==> src/ic2_consts.svh <==
/*
 * Register offsets, field positions, reset values and masks for the
 * second interrupt-control block.
 * Assumes a 32-bit APB slave with word-aligned registers.
 */
`ifndef IC2_CONSTS_SVH
`define IC2_CONSTS_SVH

// -----------------------------------------------------------------------------
// Register offsets
// -----------------------------------------------------------------------------
`define IC2_OFS_CTRL2     12'h000
`define IC2_OFS_FLAGS     12'h004
`define IC2_OFS_MASK      12'h008
`define IC2_OFS_TDIS      12'h00C

// -----------------------------------------------------------------------------
// Field positions, widths, masks and reset values
// -----------------------------------------------------------------------------
`define IC2_BIT_ALT_SEL   15
`define IC2_BIT_TDIS      14
`define IC2_NUM_EXT       5
`define IC2_POL_MASK      16'h001F
`define IC2_CTRL2_RESET   16'h0000
`define IC2_TDIS_W        14

`endif

==> src/ic2_pkg.sv <==
/*
 * Types for the second interrupt-control block.
 * Assumes ic2_consts.svh is available in the include path.
 */
package ic2_pkg;
    typedef logic [4:0]  ic2_ext_t;
    typedef logic [15:0] ic2_reg_t;
    typedef enum logic [2:0] {
        IC2_IDLE   = 3'b001,
        IC2_ACCESS = 3'b010,
        IC2_DONE   = 3'b100
    } ic2_apb_st_t;
endpackage : ic2_pkg

==> src/ic2_ctrl.sv <==
/*
 * Second interrupt-control register with APB access, edge polarity select
 * and edge detection for five external interrupt pins.
 * Assumes pins and APB signals are synchronous to i_clk at 40 MHz.
 */
`timescale 1ns/1ps
`include "ic2_consts.svh"

module ic2_ctrl (
    input  wire logic        i_clk,
    input  wire logic        i_rst,
    input  wire logic        i_psel,
    input  wire logic        i_penable,
    input  wire logic        i_pwrite,
    input  wire logic [11:0] i_paddr,
    input  wire logic [31:0] i_pwdata,
    input  wire logic [4:0]  i_ext_irq,
    output logic      [31:0] o_prdata,
    output logic             o_pready,
    output logic             o_pslverr,
    output logic             o_alt_vector_table_sel,
    output logic      [4:0]  o_ext_irq_req,
    output logic             o_irq
);

    // -------------------------------------------------------------------------
    // State
    // -------------------------------------------------------------------------
    logic                   alt_q;
    ic2_pkg::ic2_ext_t      pol_q;
    ic2_pkg::ic2_ext_t      flag_q;
    ic2_pkg::ic2_ext_t      mask_q;
    logic [`IC2_TDIS_W-1:0] tdis_cnt_q;
    ic2_pkg::ic2_ext_t      sync1_q;
    ic2_pkg::ic2_ext_t      sync2_q;
    ic2_pkg::ic2_ext_t      prev_q;
    ic2_pkg::ic2_ext_t      edge_d;
    ic2_pkg::ic2_apb_st_t   st_q;
    logic                   wr_en;
    logic                   rd_en;
    logic                   timed_irq_disable_active;

    function automatic logic hit(input logic [11:0] a, input logic [11:0] ofs);
        hit = (a == ofs);
    endfunction : hit

    // -------------------------------------------------------------------------
    // APB slave: pready stands in the second cycle after the first access cycle.
    // -------------------------------------------------------------------------
    // Writes land at the edge that completes the transfer, the same edge at which the master sees pready.
    assign wr_en = (st_q == ic2_pkg::IC2_DONE) && i_psel && i_penable && i_pwrite;
    assign rd_en = (st_q == ic2_pkg::IC2_ACCESS) && !i_pwrite;
    assign timed_irq_disable_active = (tdis_cnt_q != '0);

    always_ff @(posedge i_clk) begin
        if (i_rst) begin
            st_q <= ic2_pkg::IC2_IDLE;
        end else begin
            case (st_q)
                ic2_pkg::IC2_IDLE: begin
                    if (i_psel && i_penable) begin
                        st_q <= ic2_pkg::IC2_ACCESS;
                    end
                end
                ic2_pkg::IC2_ACCESS: begin
                    st_q <= ic2_pkg::IC2_DONE;
                end
                ic2_pkg::IC2_DONE: begin
                    st_q <= ic2_pkg::IC2_IDLE;
                end
                default: begin
                    st_q <= ic2_pkg::IC2_IDLE;
                end
            endcase
        end
    end

    always_ff @(posedge i_clk) begin
        if (i_rst) begin
            o_pready  <= 1'b0;
            o_pslverr <= 1'b0;
            o_prdata  <= 32'h0000_0000;
        end else begin
            o_pready  <= (st_q == ic2_pkg::IC2_ACCESS);
            o_pslverr <= (st_q == ic2_pkg::IC2_ACCESS) && !(hit(i_paddr, `IC2_OFS_CTRL2) ||
                         hit(i_paddr, `IC2_OFS_FLAGS) || hit(i_paddr, `IC2_OFS_MASK) ||
                         hit(i_paddr, `IC2_OFS_TDIS));
            o_prdata  <= 32'h0000_0000;
            if (rd_en) begin
                case (i_paddr)
                    // Bits 13 to 5 are left at zero.
                    `IC2_OFS_CTRL2: o_prdata <= {16'h0000, alt_q, timed_irq_disable_active, 9'h000, pol_q};
                    `IC2_OFS_FLAGS: o_prdata <= {27'h0, flag_q};
                    `IC2_OFS_MASK:  o_prdata <= {27'h0, mask_q};
                    `IC2_OFS_TDIS:  o_prdata <= {18'h0, tdis_cnt_q};
                    default:        o_prdata <= 32'h0000_0000;
                endcase
            end
        end
    end

    // -------------------------------------------------------------------------
    // Control register
    // -------------------------------------------------------------------------
    always_ff @(posedge i_clk) begin
        if (i_rst) begin
            alt_q <= 1'b0;
            pol_q <= 5'h00;
        end else if (wr_en && hit(i_paddr, `IC2_OFS_CTRL2)) begin
            alt_q <= i_pwdata[`IC2_BIT_ALT_SEL];
            pol_q <= i_pwdata[4:0];
        end
    end

    always_ff @(posedge i_clk) begin
        if (i_rst) begin
            o_alt_vector_table_sel <= 1'b0;
        end else begin
            o_alt_vector_table_sel <= alt_q;
        end
    end

    // Timed disable: software loads a cycle count; the status bit stays set until it expires.
    always_ff @(posedge i_clk) begin
        if (i_rst) begin
            tdis_cnt_q <= '0;
        end else if (wr_en && hit(i_paddr, `IC2_OFS_TDIS)) begin
            tdis_cnt_q <= i_pwdata[`IC2_TDIS_W-1:0];
        end else if (tdis_cnt_q != '0) begin
            tdis_cnt_q <= tdis_cnt_q - 1'b1;
        end
    end

    // -------------------------------------------------------------------------
    // Pin synchroniser and edge detection
    // -------------------------------------------------------------------------
    always_ff @(posedge i_clk) begin
        if (i_rst) begin
            sync1_q <= 5'h00;
            sync2_q <= 5'h00;
            prev_q  <= 5'h00;
        end else begin
            sync1_q <= i_ext_irq;
            sync2_q <= sync1_q;
            prev_q  <= sync2_q;
        end
    end

    // A polarity change alone produces no edge, since both terms compare prev_q with sync2_q; no flag clear is needed afterwards.
    always_comb begin
        edge_d = (pol_q & prev_q & ~sync2_q)
               | (~pol_q & ~prev_q & sync2_q);
    end

    always_ff @(posedge i_clk) begin
        if (i_rst) begin
            o_ext_irq_req <= 5'h00;
        end else begin
            o_ext_irq_req <= edge_d;
        end
    end

    // -------------------------------------------------------------------------
    // Flags, mask and interrupt output; set wins over write-one-to-clear.
    // -------------------------------------------------------------------------
    always_ff @(posedge i_clk) begin
        if (i_rst) begin
            flag_q <= 5'h00;
        end else if (wr_en && hit(i_paddr, `IC2_OFS_FLAGS)) begin
            flag_q <= (flag_q & ~i_pwdata[4:0]) | edge_d;
        end else begin
            flag_q <= flag_q | edge_d;
        end
    end

    always_ff @(posedge i_clk) begin
        if (i_rst) begin
            mask_q <= 5'h00;
        end else if (wr_en && hit(i_paddr, `IC2_OFS_MASK)) begin
            mask_q <= i_pwdata[4:0];
        end
    end

    always_ff @(posedge i_clk) begin
        if (i_rst) begin
            o_irq <= 1'b0;
        end else begin
            o_irq <= |(flag_q & mask_q);
        end
    end

    // -------------------------------------------------------------------------
    // Checks
    // -------------------------------------------------------------------------
    chk_alt_sel_follow: assert property (@(posedge i_clk) disable iff (i_rst)
        (wr_en && hit(i_paddr, `IC2_OFS_CTRL2)) |-> ##2 o_alt_vector_table_sel == $past(i_pwdata[15], 2))
        else $error("alt table select did not follow write");
    chk_tdis_status: assert property (@(posedge i_clk) disable iff (i_rst)
        (rd_en && i_paddr == `IC2_OFS_CTRL2) |=> o_prdata[`IC2_BIT_TDIS] == $past(tdis_cnt_q != '0))
        else $error("timed disable status wrong");
    chk_mid_zero: assert property (@(posedge i_clk) disable iff (i_rst)
        $past(rd_en && i_paddr == `IC2_OFS_CTRL2) |-> o_prdata[13:5] == 9'h000)
        else $error("unimplemented bits not zero");
    chk_pol_store: assert property (@(posedge i_clk) disable iff (i_rst)
        (wr_en && hit(i_paddr, `IC2_OFS_CTRL2)) |=> pol_q == $past(i_pwdata[4:0]))
        else $error("polarity not stored");
    chk_fall_edge: assert property (@(posedge i_clk) disable iff (i_rst)
        (pol_q[0] && $past(pol_q[0]) && $fell(sync2_q[0])) |=> o_ext_irq_req[0])
        else $error("falling edge missed");
    chk_rise_edge: assert property (@(posedge i_clk) disable iff (i_rst)
        (!pol_q[0] && $past(!pol_q[0]) && $rose(sync2_q[0])) |=> o_ext_irq_req[0])
        else $error("rising edge missed");
    chk_flag_set: assert property (@(posedge i_clk) disable iff (i_rst)
        o_ext_irq_req[0] |-> flag_q[0])
        else $error("flag zero not set");
    chk_pulse_once: assert property (@(posedge i_clk) disable iff (i_rst)
        o_ext_irq_req[0] |=> !o_ext_irq_req[0])
        else $error("request pulse longer than one cycle");

endmodule : ic2_ctrl

==> config.mk <==
export PLATFORM = sky130hd
export DESIGN_NAME = ic2_ctrl
export DESIGN_NICKNAME = d
export VERILOG_FILES = /design/src/ic2_pkg.sv /design/src/ic2_ctrl.sv
export VERILOG_INCLUDE_DIRS = /design/src
export SDC_FILE = /design/constraint.sdc
export NUM_CORES = 1
export LEC_CHECK = 0
export BUFFER_PORTS_ARGS = -buffer_cell sky130_fd_sc_hd__buf_4
export CORE_ASPECT_RATIO = 1.75
export CORE_UTILIZATION = 47
export DETAILED_ROUTE_END_ITERATION = 7
export GPL_TIMING_DRIVEN = 0
export PLACE_DENSITY = 0.74
export SKIP_LAST_GASP = 1
export SYNTH_ARGS = -nofsm -noshare
export SYNTH_HDL_FRONTEND = slang
export SYNTH_SLANG_ARGS = --single-unit
==> constraint.sdc <==
create_clock -name i_clk -period 4.3 [get_ports i_clk]
set_input_delay 0.86 -clock i_clk [delete_from_list [all_inputs] [get_ports i_clk]]
set_output_delay 0.86 -clock i_clk [all_outputs]
set_load 0.01 [all_outputs]
Word-level counts from Yosys, hierarchy flattened --
Index checks and enable logic that the tools add are counted.
Word-level totals: register bits 89, output and inout port bits 41, input port bits 54, word-level logic and storage cells 63
Operators by class: add/sub/neg operators 1, equality and inequality tests 7, bitwise operators 14, reduce and logical (&&, ||, !) cells 20, multiplexer cells 6
Operators by type and width (number):
- $pmux W16 S4 | 1
- $and A5 B5 Y5 | 6
- $mux W14 | 2
- $eq A12 B4 Y1 const B | 2
- $not A5 Y5 | 4
- $or A5 B5 Y5 | 3
- $reduce_bool A14 Y1 | 1
- $sub A14 B1 Y14 const B | 1
- $eq A12 B3 Y1 const B | 1
- $logic_not A12 Y1 | 1
- $logic_and A1 B1 Y1 | 10
- $pmux W3 S2 | 1
- $mux W5 | 1
- $reduce_or A5 Y1 | 1
- $eq A3 B1 Y1 const B | 1
- $eq A3 B2 Y1 const B | 1
- $eq A3 B3 Y1 const B | 1
- $logic_or A1 B1 Y1 | 3
- $mux W3 | 1
- $logic_not A1 Y1 | 2
- $ne A2 B2 Y1 const B | 1
- $reduce_bool A2 Y1 | 1
- $reduce_or A2 Y1 | 1
- $not A1 Y1 | 1

Depth between registers and ports, before layout --
depth in word-level cells 6, gate-level depth with buffers 7

Least setup slack after synthesis --
OpenSTA, ideal clock, no wires.
path kind input-to-reg, from input port i_paddr[7], to register pol_q[0], data arrival time 2.139 ns, cell stages on the path 6, required time 4.172 ns, path buffers 1, setup time 0.128 ns, path slack 2.034 ns, cell sequence nor4_4 > nand4_2 > or4_1 > buf_2 > mux2i_1 > nor2_1
Between the ends: longest elaborated chain between the ends 2
RTL lines:
- start, declared | RTL line ic2_ctrl.sv:15 | input wire logic [11:0] i_paddr,
- $logic_not A12 Y1 | RTL line ic2_ctrl.sv:44 | hit = (a == ofs);
- $logic_and A1 B1 Y1 | RTL line ic2_ctrl.sv:109 | end else if (wr_en && hit(i_paddr, `IC2_OFS_CTRL2)) begin
- end signal, assigned | RTL line ic2_ctrl.sv:111 | pol_q <= i_pwdata[4:0];
- end, declared | RTL line ic2_ctrl.sv:30 | ic2_pkg::ic2_ext_t pol_q;
No other way between the ends. A chain may end at the register's enable or synchronous reset.

Worst setup path in the final report --
from input port i_paddr[7], to register tdis_cnt_q[11]
Between the ends: longest elaborated chain between the ends 3, elaborated cells between the ends (all ways) 4, classes of those cells 1 x eq/ne; 1 x mux; 2 x reduce/logical
RTL lines:
- $eq A12 B4 Y1 (*) | RTL line ic2_ctrl.sv:44
- $logic_and A1 B1 Y1 (*) | RTL line ic2_ctrl.sv:127 | end else if (wr_en && hit(i_paddr, `IC2_OFS_TDIS)) begin
- $mux W14 / $reduce_bool A2 Y1 (equally long branches)
- end signal, assigned | RTL line ic2_ctrl.sv:128 | tdis_cnt_q <= i_pwdata[`IC2_TDIS_W-1:0];
- end signal, assigned | RTL line ic2_ctrl.sv:130 | tdis_cnt_q <= tdis_cnt_q - 1'b1;
- end, declared | RTL line ic2_ctrl.sv:33 | logic [`IC2_TDIS_W-1:0] tdis_cnt_q;
Every way passes the cells marked *; elsewhere a longest branch is shown, timed or not.

==> summary.md <==
| Metric | Value |
|---|---|
| Run status | finished, final reports clean |
| Commonest non-fill, non-tap cell in the layout | buf_4 |
| Slew margin rel. | 0.576 |
| Reg2reg setup slack | 2.32 ns |
| Ant diodes | 0 |
| Yosys reg bits | 73 |
| Clock skew | 0.0106 ns |
| Io pins | 95 |
| Post-Synth XOR/XNOR Area | 0.00872 |
| Largest net degree at the start of global routing | 16 |
| Inserted Clock Buffers | 9 |
| Antenna violations before repair | 0 |
| Reg clk slew, reported paths | 0.08 ns |
| Die X | 62.5 µm |
| WP data arrival | 2.44 ns |
| First drt pass iteration count | 4 |
| Syn Area/Cell | 9.78 µm² |
| Cts hold-fix bufs | 0 |
| Max_cap viols | 0 |
| Number of global-route vias before repair | 2305 |
| Initial DRC count | 112 |
| First-pass GRT wire length | 10600 µm |
| Cells along the critical path | buf_4 > nor4_4 > and4_1 > nand4_2 > clkbuf_1 > a211oi_1 |
| Post-synth EDFFs | 0 |
| Reg2reg start | tdis_cnt_q[0]$_SDFFE_PP0P_ |
| FMAX | 460 MHz |
| # rows | 38 |
| Simple-gate share of the synthesized area | 0.254 |
| Final setup fails | 0 |
| Slew Viols, Final | 0 |
| Crit-path max FO | 10 |
| Crit end category | register |
| Post-synthesis cell type count | 44 |
| Overall Global Routing Usage | 0.207 |
| RR Endpoint | tdis_cnt_q[1]$_SDFFE_PP0P_ |
| Hold Startpoint | sync1_q[0]$_SDFF_PP0_ |
| Non-Filler Instances | 479 |
| Placed cell count | 463 |
| WP buf/inv | 2 |
| Vias/cell | 5.09 |
| Required time worst endpoint | 4.57 ns |
| Commonest non-fill, non-tap cells in the layout | buf_4 (76), dfxtp_1 (73), nor2_1 (44) |
| YS warnings | 0 |
| DP HPWL | 4740 µm |
| Min-Delay Path Depth | 1 |
| Slowest cell on crit path | clkbuf_1 |
| WL per Instance | 13.4 µm |
| Async SR Flop Fraction | 0 |
| Largest family of logic cells by synthesized area | simple AND/OR/NAND/NOR gates |
| Antenna-violating nets left | 0 |
| CTS max path bufs | 2 |
| Die footprint | 0.00675 mm² |
| Layout cells sized above 1 | 0.283 |
| Insertion delay to the later sink of the worst-skew pair | 0.35 ns |
| Layout area overhead | 27.1% |
| Nets@finish | 450 |
| Worst hold path class | register to register |
| Worst reg-to-reg path cell count | 6 |
| H-Tree Depth | 3 |
| Worst vdd ir | 378 µV |
| Final Hold Violating Endpoints | 0 |
| Clock sink total | 73 |
| Prevailing post-synth register cell | dfxtp_1 |
| Final Wtd Congestion | 0.905 |
| Sequential area share after synthesis | 0.485 |
| Starting Density | 0.487 |
| Tcrit/Tclk final | 0.506 |
| Unrepaired setup endpoints after global routing | false |
| Crit-path max cell delay | 0.34 ns |
| Pwr per Cell Area | 503 mW/mm² |
| Global-route congestion overflow total | 0 |
| Core area | 0.00618 mm² |
| Worst Hold Endpoint | sync2_q[0]$_SDFF_PP0_ |
| Leakage | 0.00171 µW |
| Routed via count | 2440 |
| Fraction of the mapped netlist area in compound gates | 0.0993 |
| Synth Cell Area | 0.00301 mm² |
| # resized after CTS | 0 |
| DRC | 0 |
| Placed Area | 0.00362 mm² |
| Post-synthesis mux area share | 0.0839 |
| Worst Tran Pin Value | 0.633 ns |
| WL final | 6410 µm |
| Setup CP Type | input pin to register |
| Post-synthesis cell count | 308 |
| Adder-cell share of the synthesized area | 0.00831 |
| Fin crit period | 2.17 ns |
| Fin area | 0.00383 mm² |
| Root Driver | clkbuf_8 |
| Setup TNS | 0 ns |
| Buffers added on ports | 60 |
| Post-CTS Setup Inserts | 0 |
| Crit path launch type | input pin |
| Die Span Y | 108 µm |
| CTS tree | yes |
| Largest delay contributor family on the critical path | simple AND/OR/NAND/NOR gates |
==> per-stage QoR <==
| step | hold slack, ns | setup WS [ns] | total power, µW | util |
|---|---|---|---|---|
| 5_1_grt | 0.450 | 1.96 | 2050 | 0.619 |
| 2_1_floorplan | 0.414 | 2.03 | 1240 | - |
| 3_3_place_gp | 0.418 | 1.78 | 1360 | 0.586 |
| 6_report | 0.437 | 2.13 | 1930 | 0.619 |
| 3_5_place_dp | 0.420 | 1.76 | 1370 | 0.586 |
| 4_1_cts | 0.440 | 2.12 | 1930 | 0.619 |
==> cells in the mapped netlist (2+ instances only) <==
cell type   n  area (µm²)
nor4_1      2        12.5
ha_1        2        25.0
inv_1       3        11.3
o21bai_1    3        22.5
clkbuf_1    8        30.0
nor2_1     44         165
dfxtp_1    73        1460
nor3b_1     2        15.0
nand4_2     2        25.0
xnor2_1     2        17.5
a31oi_1     3        18.8
or4_1       5        37.5
nand4_1     2        12.5
and4_1      2        17.5
mux2i_1    14         140
nor3_1      6        30.0
mux4_2      5         113
o21ai_0     3        15.0
a21bo_2     5        50.1
and3_1      2        12.5
nand2_1    16        60.1
nor4b_2     2        30.0
buf_4      16         120
a21oi_1    19        95.1
nor2b_1    24         150
and2_1     10        62.6
nor4_4      2        42.5
nand3_1     7        35.0
buf_2       3        15.0
nor4b_1     2        17.5
a211oi_1    6        45.0
==> state kept, by name (all words and copies together), names as in the netlist, 3 cells and up <==
name and count:
sync2_q 5, st_q 3, sync1_q 5, pol_q 5, tdis_cnt_q 14, o_prdata 16, prev_q 5, flag_q 5
o_ext_irq_req 5, mask_q 5
==> worst max path at each step <==
stage / to / start / cells past startpoint
after floorplan: pol_q[0]$_SDFFE_PP0P_ / i_paddr[7] / 6
after detailed placement: tdis_cnt_q[0]$_SDFFE_PP0P_ / i_paddr[7] / 6
after CTS: tdis_cnt_q[11]$_SDFFE_PP0P_ / i_paddr[7] / 6
final: tdis_cnt_q[11]$_SDFFE_PP0P_ / i_paddr[7] / 6
after global routing: tdis_cnt_q[10]$_SDFFE_PP0P_ / i_paddr[7] / 6
after global placement: tdis_cnt_q[6]$_SDFFE_PP0P_ / i_paddr[7] / 7
==> layer usage <==
metal | global-route usage | vias up | wire (µm)
met5 | 0 | - | 0
met4 | 0.126 | 0 | 221
met3 | 0.0519 | 18 | 318
met2 | 0.385 | 79 | 3510
met1 | 0.201 | 1124 | 2370
li1 | - | 1219 | -
==> report_power, final <==
part           internal, µW  total [µW]  switching (µW)
sequential              741         827            86.2
clock                   280         559             279
combinational           257         540             284
total                  1280        1930             649
==> final cells by class <==
type | count | area (µm²)
clock inverters | 7 | 85.1
flip-flops and latches | 73 | 1460
multi-input cells | 219 | 1430
repair buffers | 60 | 450
plain buffers | 28 | 169
inverters | 3 | 11.3
clock buffers | 9 | 124
well taps | 80 | 100
fillers | 547 | 2350
==> logic make-up after synthesis <==
logic type / Yosys count
other cells: 1
flops: 73
mux: 19
xor+xnor: 3
compound gates: 45
fa+ha+maj: 2
buf+inv: 31
simple gates: 134
No activity file was read; power rests on OpenSTA's default activity.
